File: src/rtl/scp_pkg.sv
/*
  Shared constants and the state record of the serial controller pin
  interface: input synchroniser bit positions, AXI4-Lite register offsets,
  configuration field positions, mode codes and counts.
  Assumes a single 125 MHz clock domain and an active-low async reset.
*/
package scp_pkg;
  // Positions of the asynchronous inputs in the synchroniser vector.
  localparam int NS = 36;
  localparam int I_RD = 0;
  localparam int I_WR = 1;
  localparam int I_CE = 2;
  localparam int I_CHS = 3;
  localparam int I_DC = 4;
  localparam int I_ACK = 5;
  localparam int I_EI = 6;
  localparam int I_AS = 7;
  localparam int I_DS = 8;
  localparam int I_RW = 9;
  localparam int I_CSL = 10;
  localparam int I_CSH = 11;
  localparam int I_SYNC = 12;
  localparam int I_RX_TX_CLK_PIN = 14;
  localparam int I_TX_RX_CLK_PIN = 16;
  localparam int I_RXD = 18;
  localparam int I_DAT = 20;
  localparam int I_MAD = 28;
  // Idle level of the vector: active-low strobes and sync pins high.
  localparam logic [NS-1:0] IN_IDLE = 36'h0000035E7;
  // Register byte offsets.
  localparam logic [7:0] A_CTRL = 8'h00;
  localparam logic [7:0] A_CFG0 = 8'h04;
  localparam logic [7:0] A_CFG1 = 8'h08;
  localparam logic [7:0] A_DIV0 = 8'h0C;
  localparam logic [7:0] A_DIV1 = 8'h10;
  localparam logic [7:0] A_IRQ = 8'h14;
  localparam logic [7:0] A_STAT = 8'h18;
  localparam logic [7:0] A_PAR = 8'h1C;
  // Channel configuration fields.
  localparam int F_DTR = 0;
  localparam int F_DREQ = 1;
  localparam int F_RTS = 2;
  localparam int F_AUTO = 3;
  localparam int F_MODE = 4;
  localparam int F_XTAL = 6;
  localparam int F_WREQ = 7;
  localparam int F_FAC = 8;
  localparam int F_RXS = 10;
  localparam int F_TXS = 12;
  localparam int F_TOS = 14;
  localparam int F_TDIR = 16;
  localparam int F_BSRC = 17;
  localparam int F_PAT = 24;
  // Control register fields and interrupt register fields.
  localparam int C_MUX = 0;
  localparam int C_VEC = 8;
  localparam int Q_CLR = 0;
  localparam int Q_SET = 4;
  localparam int Q_IUS = 8;
  // Modes, clock sources, patterns and counts.
  localparam logic [1:0] M_ASYNC = 2'h0;
  localparam logic [1:0] M_EXT = 2'h1;
  localparam logic [1:0] M_INT = 2'h2;
  localparam logic [1:0] M_SDLC = 2'h3;
  localparam logic [1:0] S_RX_TX_CLK_PIN = 2'h0;
  localparam logic [1:0] S_TX_RX_CLK_PIN = 2'h1;
  localparam logic [1:0] S_BRG = 2'h2;
  localparam logic [7:0] FLAG_PAT = 8'h7E;
  localparam logic [2:0] TX_GAP = 3'h3;
  localparam logic [5:0] FAC_X1 = 6'h00;
  localparam logic [5:0] FAC_X16 = 6'h0F;
  localparam logic [5:0] FAC_X32 = 6'h1F;
  localparam logic [5:0] FAC_X64 = 6'h3F;
  localparam logic [1:0] RESP_OK = 2'h0;
  localparam logic [1:0] RESP_ERR = 2'h2;

  // Complete state of the block.
  typedef struct packed {
    logic [NS-1:0] s1, s2, s3, filt, fp;
    logic [15:0] ctrl;
    logic [1:0][31:0] cfg;
    logic [1:0][15:0] div, brg;
    logic [1:0][5:0] fdiv;
    logic [1:0][2:0] gap;
    logic [1:0][7:0] shift, edges, start, pdat, pcmd;
    logic [1:0] match, asm, rxt, txt, trxq, rts, sh;
    logic [3:0] pend, under_service_flag;
    logic [7:0] laddr, rcnt, busq, awa;
    logic lcs, srst, ackq, oe_np, oe_mp, awg, wg, bv, rv;
    logic [31:0] wd, rd;
    logic [3:0] ws;
    logic [1:0] br, rr;
  } scp_state_type;
endpackage : scp_pkg

File: src/rtl/scp_top.sv
/*
  Pin interface of a dual-channel serial controller: both host bus styles,
  interrupt daisy chain, modem and request outputs, sync pin and clock pin
  selection, with an AXI4-Lite slave for configuration and status.
  Assumes the serial data paths sit outside and supply transmitter empty,
  DMA request and wait levels on ref_clk_i; all pins are asynchronous.
*/
`timescale 1ns/1ns
module scp_top (
  // Clock and reset.
  input wire logic ref_clk_i,
  input wire logic resetn_i,
  // AXI4-Lite slave.
  input wire logic [7:0] s_axi_awaddr_i,
  input wire logic s_axi_awvalid_i,
  output logic s_axi_awready_o,
  input wire logic [31:0] s_axi_wdata_i,
  input wire logic [3:0] s_axi_wstrb_i,
  input wire logic s_axi_wvalid_i,
  output logic s_axi_wready_o,
  output logic [1:0] s_axi_bresp_o,
  output logic s_axi_bvalid_o,
  input wire logic s_axi_bready_i,
  input wire logic [7:0] s_axi_araddr_i,
  input wire logic s_axi_arvalid_i,
  output logic s_axi_arready_o,
  output logic [31:0] s_axi_rdata_o,
  output logic [1:0] s_axi_rresp_o,
  output logic s_axi_rvalid_o,
  input wire logic s_axi_rready_i,
  // Strobe host bus.
  input wire logic rd_n_i,
  input wire logic wr_n_i,
  input wire logic ce_n_i,
  input wire logic chan_sel_i,
  input wire logic dc_sel_i,
  input wire logic [7:0] data_bus_i,
  output logic [7:0] data_bus_o,
  output logic data_bus_oe_o,
  // Multiplexed host bus.
  input wire logic addr_strobe_n_i,
  input wire logic data_strobe_n_i,
  input wire logic rw_i,
  input wire logic chip_select_low_n_i,
  input wire logic chip_select_high_i,
  input wire logic [7:0] mux_addr_data_bus_i,
  output logic [7:0] mux_addr_data_bus_o,
  output logic mux_addr_data_bus_oe_o,
  // Interrupt daisy chain.
  input wire logic chain_enable_in_i,
  output logic chain_enable_out_o,
  input wire logic irq_ack_n_i,
  output logic irq_n_o,
  output logic irq_n_oe_o,
  // Per-channel pins.
  output logic [1:0] dtr_req_n_o,
  output logic [1:0] rts_n_o,
  output logic [1:0] wait_req_o,
  output logic [1:0] wait_req_oe_o,
  input wire logic [1:0] sync_i,
  output logic [1:0] sync_o,
  output logic [1:0] sync_oe_o,
  input wire logic [1:0] rx_tx_clk_pin_i,
  input wire logic [1:0] tx_rx_clk_pin_i,
  output logic [1:0] tx_rx_clk_pin_o,
  output logic [1:0] tx_rx_clk_pin_oe_o,
  input wire logic [1:0] rx_data_i,
  // Serial data path side.
  input wire logic [1:0] tx_empty_i,
  input wire logic [1:0] dma_req_i,
  input wire logic [1:0] wait_i,
  output logic [1:0] rx_tick_o,
  output logic [1:0] tx_tick_o,
  output logic [1:0] assembly_start_o
);
  import scp_pkg::*;

  scp_state_type st;
  scp_state_type n;
  logic [NS-1:0] in_vec, f, p;
  logic mux, ack, ei, soft_rst, ack_rd, np_rd, np_wr, mp_sel, mp_rd, mp_wr;
  logic as_rise, wch, wdc, rch, rdc;
  logic [7:0] wbyte;

  // Merges a write into a register honouring the byte strobes.
  function automatic logic [31:0] scp_apply(input logic [31:0] o,
      input logic [31:0] d, input logic [3:0] s);
    logic [31:0] r;
    r = o;
    for (int b = 0; b < 4; b++) begin
      if (s[b]) r[8*b+:8] = d[8*b+:8];
    end
    return r;
  endfunction : scp_apply

  // Picks one clock tick from the selectable sources; 3 falls back to the RX/TX clock pin.
  function automatic logic scp_pick(input logic [1:0] sel,
      input logic rtx, input logic trx, input logic brg);
    logic r;
    case (sel)
      S_RX_TX_CLK_PIN: r = rtx;
      S_TX_RX_CLK_PIN: r = trx;
      S_BRG: r = brg;
      default: r = rtx;
    endcase
    return r;
  endfunction : scp_pick

  // Raw pins gathered for the synchroniser.
  assign in_vec = {mux_addr_data_bus_i, data_bus_i, rx_data_i,
                   tx_rx_clk_pin_i, rx_tx_clk_pin_i, sync_i,
                   chip_select_high_i, chip_select_low_n_i, rw_i,
                   data_strobe_n_i, addr_strobe_n_i, chain_enable_in_i,
                   irq_ack_n_i, dc_sel_i, chan_sel_i, ce_n_i, wr_n_i, rd_n_i};

  // Bus decode works only on filtered inputs and their previous value.
  assign f = st.filt;
  assign p = st.fp;
  assign mux = st.ctrl[C_MUX];
  assign ack = ~f[I_ACK];
  assign ei = f[I_EI];
  assign soft_rst = mux ? (~f[I_AS] & ~f[I_DS])
                        : (~f[I_RD] & ~f[I_WR]);
  assign ack_rd = ack & ei & (mux ? (~f[I_DS] & f[I_RW]) : ~f[I_RD]);
  assign np_rd = ~mux & ~ack & ~f[I_CE] & ~f[I_RD] & f[I_WR];
  assign np_wr = ~mux & ~p[I_CE] & ~p[I_WR] & f[I_WR] & p[I_RD];
  assign mp_sel = ~st.lcs & f[I_CSH];
  assign mp_rd = mux & ~ack & mp_sel & ~f[I_DS] & f[I_RW] & f[I_AS];
  assign mp_wr = mux & mp_sel & ~p[I_DS] & f[I_DS] & ~p[I_RW] & p[I_AS];
  assign as_rise = ~p[I_AS] & f[I_AS];
  // Channel and data/command selection for both bus styles.
  assign rch = mux ? st.laddr[0] : f[I_CHS];
  assign rdc = mux ? st.laddr[1] : f[I_DC];
  assign wch = mux ? st.laddr[0] : p[I_CHS];
  assign wdc = mux ? st.laddr[1] : p[I_DC];
  assign wbyte = mux ? p[I_MAD+:8] : p[I_DAT+:8];

  // Next-state logic for the whole block.
  always_comb begin
    logic [1:0] mode;
    logic rtx, trx, bs, rxr, txa, rxb;
    logic [5:0] tc;
    logic [7:0] sh8, pat, wa;
    logic [3:0] pset, pclr, low;
    logic [31:0] rdv;
    logic [1:0] rsp;
    mode = M_ASYNC;
    rtx = 1'b0;
    trx = 1'b0;
    bs = 1'b0;
    rxr = 1'b0;
    txa = 1'b0;
    rxb = 1'b0;
    tc = FAC_X1;
    sh8 = 8'h00;
    pat = 8'h00;
    wa = 8'h00;
    pset = 4'h0;
    pclr = 4'h0;
    low = 4'h0;
    rdv = 32'h0000_0000;
    rsp = RESP_OK;
    n = st;
    // Three stages; a bit counts once stages two and three agree.
    n.s1 = in_vec;
    n.s2 = st.s1;
    n.s3 = st.s2;
    n.fp = st.filt;
    n.filt = (~(st.s2 ^ st.s3) & st.s3) | ((st.s2 ^ st.s3) & st.filt);
    for (int c = 0; c < 2; c++) begin
      mode = st.cfg[c][F_MODE+:2];
      rtx = f[I_RX_TX_CLK_PIN+c] & ~p[I_RX_TX_CLK_PIN+c];
      trx = f[I_TX_RX_CLK_PIN+c] & ~p[I_TX_RX_CLK_PIN+c] & ~st.cfg[c][F_TDIR];
      // Baud generator runs from the master clock or the clock pin.
      bs = 1'b0;
      if (~st.cfg[c][F_BSRC] | rtx) begin
        if (st.brg[c] == 16'h0000) begin
          n.brg[c] = st.div[c];
          bs = 1'b1;
        end else begin
          n.brg[c] = st.brg[c] - 16'h0001;
        end
      end
      // Receive clock, divided by the clock factor in async mode.
      rxr = scp_pick(st.cfg[c][F_RXS+:2], rtx, trx, bs);
      case (st.cfg[c][F_FAC+:2])
        2'h1: tc = FAC_X16;
        2'h2: tc = FAC_X32;
        2'h3: tc = FAC_X64;
        default: tc = FAC_X1;
      endcase
      if (mode != M_ASYNC) tc = FAC_X1;
      rxb = 1'b0;
      if (rxr) begin
        if (st.fdiv[c] >= tc) begin
          n.fdiv[c] = 6'h00;
          rxb = 1'b1;
        end else begin
          n.fdiv[c] = st.fdiv[c] + 6'h01;
        end
        n.edges[c] = st.edges[c] + 8'h01;
      end
      n.rxt[c] = rxb;
      // A transmit tick is refused until three idle cycles have passed.
      txa = scp_pick(st.cfg[c][F_TXS+:2], rtx, trx, bs) &
            (st.gap[c] == 3'h0);
      n.txt[c] = txa;
      if (txa) n.gap[c] = TX_GAP;
      else if (st.gap[c] != 3'h0) n.gap[c] = st.gap[c] - 3'h1;
      // Clock pin output toggles on the chosen source.
      case (st.cfg[c][F_TOS+:2])
        2'h1: n.trxq[c] = st.trxq[c] ^ bs;
        2'h2: n.trxq[c] = st.trxq[c] ^ txa;
        default: n.trxq[c] = st.trxq[c] ^ rtx;
      endcase
      // Pattern search; the match stands for one receive clock period.
      sh8 = {st.shift[c][6:0], f[I_RXD+c]};
      pat = (mode == M_SDLC) ? FLAG_PAT : st.cfg[c][F_PAT+:8];
      if (rxb) n.shift[c] = sh8;
      if ((mode != M_INT && mode != M_SDLC) || st.cfg[c][F_XTAL]) begin
        n.match[c] = 1'b0;
      end else if (rxb) begin
        n.match[c] = (sh8 == pat);
      end
      // Sync input: status only in async, assembly start in external.
      n.asm[c] = 1'b0;
      if (~st.cfg[c][F_XTAL] && mode == M_ASYNC) begin
        n.sh[c] = ~f[I_SYNC+c];
      end
      if (~st.cfg[c][F_XTAL] && mode == M_EXT &&
          p[I_SYNC+c] && ~f[I_SYNC+c]) begin
        n.start[c] = st.edges[c];
        n.asm[c] = 1'b1;
      end
      pset[2*c] = (n.match[c] & ~st.match[c]) | n.asm[c];
      // Request-to-send hold.
      if (mode != M_ASYNC || ~st.cfg[c][F_AUTO] || st.cfg[c][F_RTS]) begin
        n.rts[c] = st.cfg[c][F_RTS];
      end else if (tx_empty_i[c]) begin
        n.rts[c] = 1'b0;
      end
    end
    // Host bus: address latch, data latches and drivers.
    if (mux && as_rise) begin
      n.laddr = f[I_MAD+:8];
      n.lcs = f[I_CSL];
    end
    if (np_wr | mp_wr) begin
      if (wdc) n.pdat[wch] = wbyte;
      else n.pcmd[wch] = wbyte;
    end
    n.busq = ack_rd ? st.ctrl[C_VEC+:8]
                    : (rdc ? st.pdat[rch] : st.pcmd[rch]);
    n.oe_np = ~mux & (np_rd | ack_rd);
    n.oe_mp = mux & (mp_rd | ack_rd);
    // Under-service goes to the lowest-numbered pending source at ack read.
    n.ackq = ack_rd;
    low = st.pend & (~st.pend + 4'h1);
    if (ack_rd && ~st.ackq) n.under_service_flag = st.under_service_flag | low;
    // AXI4-Lite write channel.
    if (s_axi_awvalid_i && s_axi_awready_o) begin
      n.awg = 1'b1;
      n.awa = s_axi_awaddr_i;
    end
    if (s_axi_wvalid_i && s_axi_wready_o) begin
      n.wg = 1'b1;
      n.wd = s_axi_wdata_i;
      n.ws = s_axi_wstrb_i;
    end
    if (st.bv && s_axi_bready_i) n.bv = 1'b0;
    if (st.awg && st.wg && ~st.bv) begin
      n.awg = 1'b0;
      n.wg = 1'b0;
      n.bv = 1'b1;
      n.br = RESP_OK;
      wa = {st.awa[7:2], 2'b00};
      case (wa)
        A_CTRL: n.ctrl = 16'(scp_apply({16'h0000, st.ctrl}, st.wd, st.ws));
        A_CFG0: n.cfg[0] = scp_apply(st.cfg[0], st.wd, st.ws);
        A_CFG1: n.cfg[1] = scp_apply(st.cfg[1], st.wd, st.ws);
        A_DIV0: n.div[0] = 16'(scp_apply({16'h0000, st.div[0]}, st.wd,
                                         st.ws));
        A_DIV1: n.div[1] = 16'(scp_apply({16'h0000, st.div[1]}, st.wd,
                                         st.ws));
        A_IRQ: begin
          if (st.ws[0]) pclr = st.wd[Q_CLR+:4];
          if (st.ws[0]) pset = pset | st.wd[Q_SET+:4];
          if (st.ws[1] && st.wd[Q_IUS]) begin
            n.under_service_flag = n.under_service_flag & ~(st.under_service_flag & (~st.under_service_flag + 4'h1));
          end
        end
        A_STAT, A_PAR: n.br = RESP_OK;
        default: n.br = RESP_ERR;
      endcase
    end
    // Pending flags: a set in the same cycle as a clear wins.
    n.pend = (st.pend & ~pclr) | pset;
    // AXI4-Lite read channel.
    if (st.rv && s_axi_rready_i) n.rv = 1'b0;
    if (s_axi_arvalid_i && s_axi_arready_o) begin
      case ({s_axi_araddr_i[7:2], 2'b00})
        A_CTRL: rdv = {16'h0000, st.ctrl[C_VEC+:8], 7'h00, st.ctrl[C_MUX]};
        A_CFG0: rdv = st.cfg[0];
        A_CFG1: rdv = st.cfg[1];
        A_DIV0: rdv = {16'h0000, st.div[0]};
        A_DIV1: rdv = {16'h0000, st.div[1]};
        A_IRQ: rdv = {24'h000000, st.under_service_flag, st.pend};
        A_STAT: rdv = {st.start[1], st.start[0], st.rcnt, 6'h00, st.sh};
        A_PAR: rdv = {st.pcmd[1], st.pdat[1], st.pcmd[0], st.pdat[0]};
        default: rsp = RESP_ERR;
      endcase
      n.rv = 1'b1;
      n.rd = rdv;
      n.rr = rsp;
    end
    // Coincident strobes reset the device state, counted once per event.
    n.srst = soft_rst;
    if (soft_rst) begin
      n.cfg = '0;
      n.pend = 4'h0;
      n.under_service_flag = 4'h0;
      n.pdat = '0;
      n.pcmd = '0;
      if (~st.srst) n.rcnt = st.rcnt + 8'h01;
    end
  end

  // State register; synchronisers start at the idle pin levels.
  always_ff @(posedge ref_clk_i or negedge resetn_i) begin
    if (!resetn_i) begin
      st <= '0;
      st.s1 <= IN_IDLE;
      st.s2 <= IN_IDLE;
      st.s3 <= IN_IDLE;
      st.filt <= IN_IDLE;
      st.fp <= IN_IDLE;
    end else begin
      st <= n;
    end
  end

  // Bus slave handshakes and answers.
  assign s_axi_awready_o = ~st.awg & ~st.bv;
  assign s_axi_wready_o = ~st.wg & ~st.bv;
  assign s_axi_bvalid_o = st.bv;
  assign s_axi_bresp_o = st.br;
  assign s_axi_arready_o = ~st.rv;
  assign s_axi_rvalid_o = st.rv;
  assign s_axi_rdata_o = st.rd;
  assign s_axi_rresp_o = st.rr;

  // Host data drivers and interrupt chain.
  assign data_bus_o = st.busq;
  assign data_bus_oe_o = st.oe_np;
  assign mux_addr_data_bus_o = st.busq;
  assign mux_addr_data_bus_oe_o = st.oe_mp;
  assign chain_enable_out_o = ei & ~(|st.under_service_flag) & ~(ack & |st.pend);
  assign irq_n_o = 1'b0;
  assign irq_n_oe_o = ei & (|st.pend);
  assign rx_tick_o = st.rxt;
  assign tx_tick_o = st.txt;
  assign assembly_start_o = st.asm;

  // Per-channel pin drivers.
  for (genvar c = 0; c < 2; c++) begin : g_ch
    assign dtr_req_n_o[c] = st.cfg[c][F_DREQ] ? ~dma_req_i[c]
                                              : ~st.cfg[c][F_DTR];
    assign rts_n_o[c] = ~st.rts[c];
    // Wait drives low only, request drives both levels.
    assign wait_req_o[c] = st.cfg[c][F_WREQ] & ~dma_req_i[c];
    assign wait_req_oe_o[c] = st.cfg[c][F_WREQ] | wait_i[c];
    assign sync_o[c] = ~st.match[c];
    assign sync_oe_o[c] = ~st.cfg[c][F_XTAL] &
        (st.cfg[c][F_MODE+:2] == M_INT || st.cfg[c][F_MODE+:2] == M_SDLC);
    assign tx_rx_clk_pin_o[c] = st.trxq[c];
    assign tx_rx_clk_pin_oe_o[c] = st.cfg[c][F_TDIR];
  end
endmodule : scp_top

File: config.mk
export PLATFORM = sky130hd
export DESIGN_NAME = scp_top
export DESIGN_NICKNAME = d
export VERILOG_FILES = /design/src/rtl/scp_pkg.sv /design/src/rtl/scp_top.sv
export SDC_FILE = /design/constraint.sdc
export NUM_CORES = 1
export LEC_CHECK = 0
export BUFFER_PORTS_ARGS = -buffer_cell sky130_fd_sc_hd__clkbuf_2
export CORE_UTILIZATION = 44
export DETAILED_ROUTE_END_ITERATION = 6
export SETUP_SLACK_MARGIN = 0.3
export SYNTH_ARGS = -nofsm -noshare
export SYNTH_HDL_FRONTEND = slang
export SYNTH_SLANG_ARGS = --single-unit
File: constraint.sdc
create_clock -name ref_clk_i -period 3.1 [get_ports ref_clk_i]
set_input_delay 0.465 -clock ref_clk_i [delete_from_list [all_inputs] [get_ports ref_clk_i]]
set_output_delay 0.465 -clock ref_clk_i [all_outputs]
set_load 0.01 [all_outputs]
==> results.md <==
* Outcome: completed
* CP Cell Sequence: nor4_2 -> nor2_1 -> nor4bb_2 -> clkbuf_2
* GR Util All Layers at between 20 and 25%
* Final Skew at 18.3 ps
* Vias in the first global route at about 15000
* WS Path Type: reg -> out
* Clock Latency Late Sink at just over 600 ps
* Worst setup SP type: register
* Achievable Freq at between 0.3 and 0.4 GHz
* Clk buf depth at 3
* Die area at roughly 52000 µm²
* ANT nets after route at 0
* Ports at 185
* H-tree levels at 2
* Row Count at roughly 80
* Mapped Area at 22600 µm²
* Post-synth EDFFs at 0
* Largest net degree at the start of global routing at 78
* Top post-synthesis cells by area: dfrtp_1 54%, mux2_2 9.4%, dfstp_2 5.5%
* GPL Wtd Cong at about 0.9
* P&R area growth vs syn at 17.1%
* Power Dens Cells at ~900 nW/µm²
* Worst EP required at 2630 ps
* CP endpoint: chain_enable_out_o
* Setup TNS at 0 ps
* Core Util, Final at a little over half
* Tcrit/Tclk final at just under 90%
* Number of detailed-route iterations in the first pass at 6
* Routed WL per cell at between 20 and 25 µm
* Core area at just over 50000 µm²
* TritonCTS buffer count at 56
* DR top layer: met5
* Via-per-instance ratio at ~5.6
* DP Wirelength at 41300 µm
* Clock transition at path regs at around 60 ps
* CTS tree: yes
* Buf/Inv on CP at 1
* Reg-to-reg critical path endpoint: st[117]
* Slew headroom at between 30% and 40%
* Syn Inst Count at about 1800
* Min cycle time layout at ~2700 ps
* Synth Warn # at 0
* Mean Syn Cell Area at between 10 and 15 µm²
* Final Max Tran Viols at 0
* Net count, final at 2122
* Worst min path class: in -> reg
* Clock sinks at roughly 530
* GRT overflow at 0
* Clk root buf: clkbuf_16
* Synth cell types at a little under 90
* Post-synth top area cell: dfrtp_1
* Slew of the pin with the lowest slew margin at around 900 ps
* Critical path fanouts, max at 7
* Synth top area share at a little over half
* Routed via count at around 15000
* CP delay by family, top: simple AND/OR/NAND/NOR gates
* #FFs+latches synth at ~530
* Worst Path Arrival at ~2300 ps
* Final setup viols at 0
* Worst Reg-to-Reg Cells at 9
* VDD IR-drop max at 465 µV
* Initial core utilization at 44.8%
* Seq/Total Area, Yosys at about three fifths
* DR DRC count at 0
* CP endpoint kind: primary output
* Met3 routed WL at roughly 3600 µm
* RR Startpoint: st[302]
* Number of antenna violations at the first check in global routing at 1
* Largest stage delay, worst path at roughly 500 ps
* WL final at around 57000 µm
* ANT cells at 0
* RSZ-0062 raised after global routing: true
* Layout cell share with drive strength beyond 1 at between 30% and 40%
* PortBufs at between 150 and 200
* Max-Cap Viols at 0
* Pleak at 12.1 nW
* Top_reg_cell synth: dfrtp_1
* Chip Width at between 200 and 250 µm
* Flop2flop setup slack at roughly 430 ps
* Crit path depth at 4
* Die height at 229 µm
* Critical path's slowest cell: dfrtp_1
* Met2 Routed Length at 26200 µm
* Fraction of registers with async set/reset at 100%
* Final hold viol count at 0
* Critical path launch point: st[117]
* Initial DRC Count at just over 1000
* First-pass GRT wire length at roughly 90000 µm
* M1 WL at roughly 26000 µm
[state kept, by name, indices dropped and copies added, names as in the netlist, named ones only]
register,cells
tx_tick_o,2
s_axi_rdata_o,32
rx_tick_o,2
p,30
mux_addr_data_bus_oe_o,1
s_axi_bresp_o,1
data_bus_o,8
s_axi_rresp_o,1
s_axi_bvalid_o,1
st,337
data_bus_oe_o,1
n,72
mux,1
tx_rx_clk_pin_o,2
s_axi_rvalid_o,1
assembly_start_o,2
tx_rx_clk_pin_oe_o,2
[power by group]
group | internal [mW] | total (mW) | switching, mW
Clock | 4.27 | 7.10 | 2.83
Combinational | 3.09 | 6.38 | 3.28
Sequential | 8.83 | 11.0 | 2.19
[worst min-delay path by stage]
stage | start | to | cells past startpoint
after floorplan | resetn_i | async pin | 0
after global placement | n[503] | n[467] | 0
after detailed placement | n[488] | n[452] | 0
after CTS | s_axi_rready_i | s_axi_rvalid_o | 2
after global routing | s_axi_rready_i | s_axi_rvalid_o | 2
final | s_axi_rready_i | s_axi_rvalid_o | 2
[logic make-up after synthesis]
group / synth area share [%]
flops: 59.1
simple gates: 9.17
compound gates: 11.0
mux: 11.6
buf+inv: 4.48
fa+ha+maj: 3.58
xor+xnor: 1.12
other cells: 0.0166
[per-layer routing]
layer | vias up | track usage (%)
li1 | 6819 | -
met1 | 7566 | 31.3
met2 | 504 | 33.9
met3 | 130 | 4.44
met4 | 2 | 8.52
met5 | - | 0
[layout make-up]
| type | instances | area (µm²) |
|---|---|---|
| clock buffer | 79 | 1660 |
| clock inverter | 27 | 343 |
| fill | 4358 | 24000 |
| inverter | 61 | 229 |
| multi-input combinational | 1063 | 8280 |
| sequential | 532 | 13400 |
| tap | 672 | 841 |
| timing repair buffer | 271 | 1770 |
[worst reg2reg max path: stages, from the launching register on]
cell     delay (ps)
dfrtp_1         450
nor2_1          200
o21ai_1         200
ha_1            360
a21o_1          120
a31oi_1          50
o21ai_2         300
nand3_2         150
or4_1           610
o22ai_1         150
[cells in the mapped netlist, types with 9 or more instances]
| library cell | number |
|---|---|
| mux4_2 | 9 |
| clkbuf_1 | 38 |
| a221oi_1 | 26 |
| a31oi_1 | 12 |
| xnor2_1 | 18 |
| mux2i_1 | 21 |
| ha_1 | 36 |
| buf_4 | 68 |
| nor3_1 | 19 |
| nand3_1 | 36 |
| a22oi_1 | 34 |
| o2bb2ai_1 | 34 |
| inv_1 | 60 |
| a21oi_1 | 56 |
| o21ai_0 | 80 |
| maj3_1 | 36 |
| nand2_1 | 112 |
| dfrtp_1 | 485 |
| buf_2 | 19 |
| nor2_1 | 66 |
| a22o_1 | 26 |
| and3_1 | 42 |
| a21o_1 | 9 |
| dfstp_2 | 47 |
| xor2_1 | 11 |
| nor4_1 | 13 |
| mux2_2 | 189 |
| nand4_1 | 9 |
| nand2b_1 | 13 |
[cell usage in the layout, fill, tap and decap left out, drive strengths merged, types with 7 or more instances in the layout]
cell	Yosys	final
a21o	9	9
a21oi	60	60
a221oi	26	26
a22o	26	26
a22oi	34	34
a31oi	12	12
and2	8	8
and3	43	43
buf	92	57
clkbuf	40	255
clkinv	0	13
dfrtp	485	485
dfstp	47	47
dlygate4sd3	0	38
ha	36	36
inv	61	64
maj3	36	36
mux2	193	193
mux2i	22	22
mux4	9	9
nand2	113	113
nand2b	13	13
nand3	37	37
nand4	9	9
nor2	70	70
nor3	25	25
nor3b	7	7
nor4	16	16
o21a	7	7
o21ai	88	88
o2bb2ai	34	34
o31ai	9	9
or2	7	7
xnor2	18	18
xor2	11	11
[through the flow]
step	total power, mW	setup WS (ps)	std cells	instance area [µm²]	hold slack [ps]
after global placement	17.1	225	2559	24100	333
after floorplan	14.9	659	1788	22600	169
final	24.5	377	2705	26500	34.5
after detailed placement	17.3	204	2559	24100	335
after global routing	25.9	283	2705	26500	46.7
after CTS	24.6	308	2703	26500	13.8
[timing repair]
item,4_1_cts,5_1_grt
endpoints found under the hold margin,99,0
gates resized for setup,2,2
pin swaps,0,1
hold buffers,38,0
setup buffers,0,2
setup endpoints to repair,3,4
Note: power is estimated with default switching activity, not from simulation.
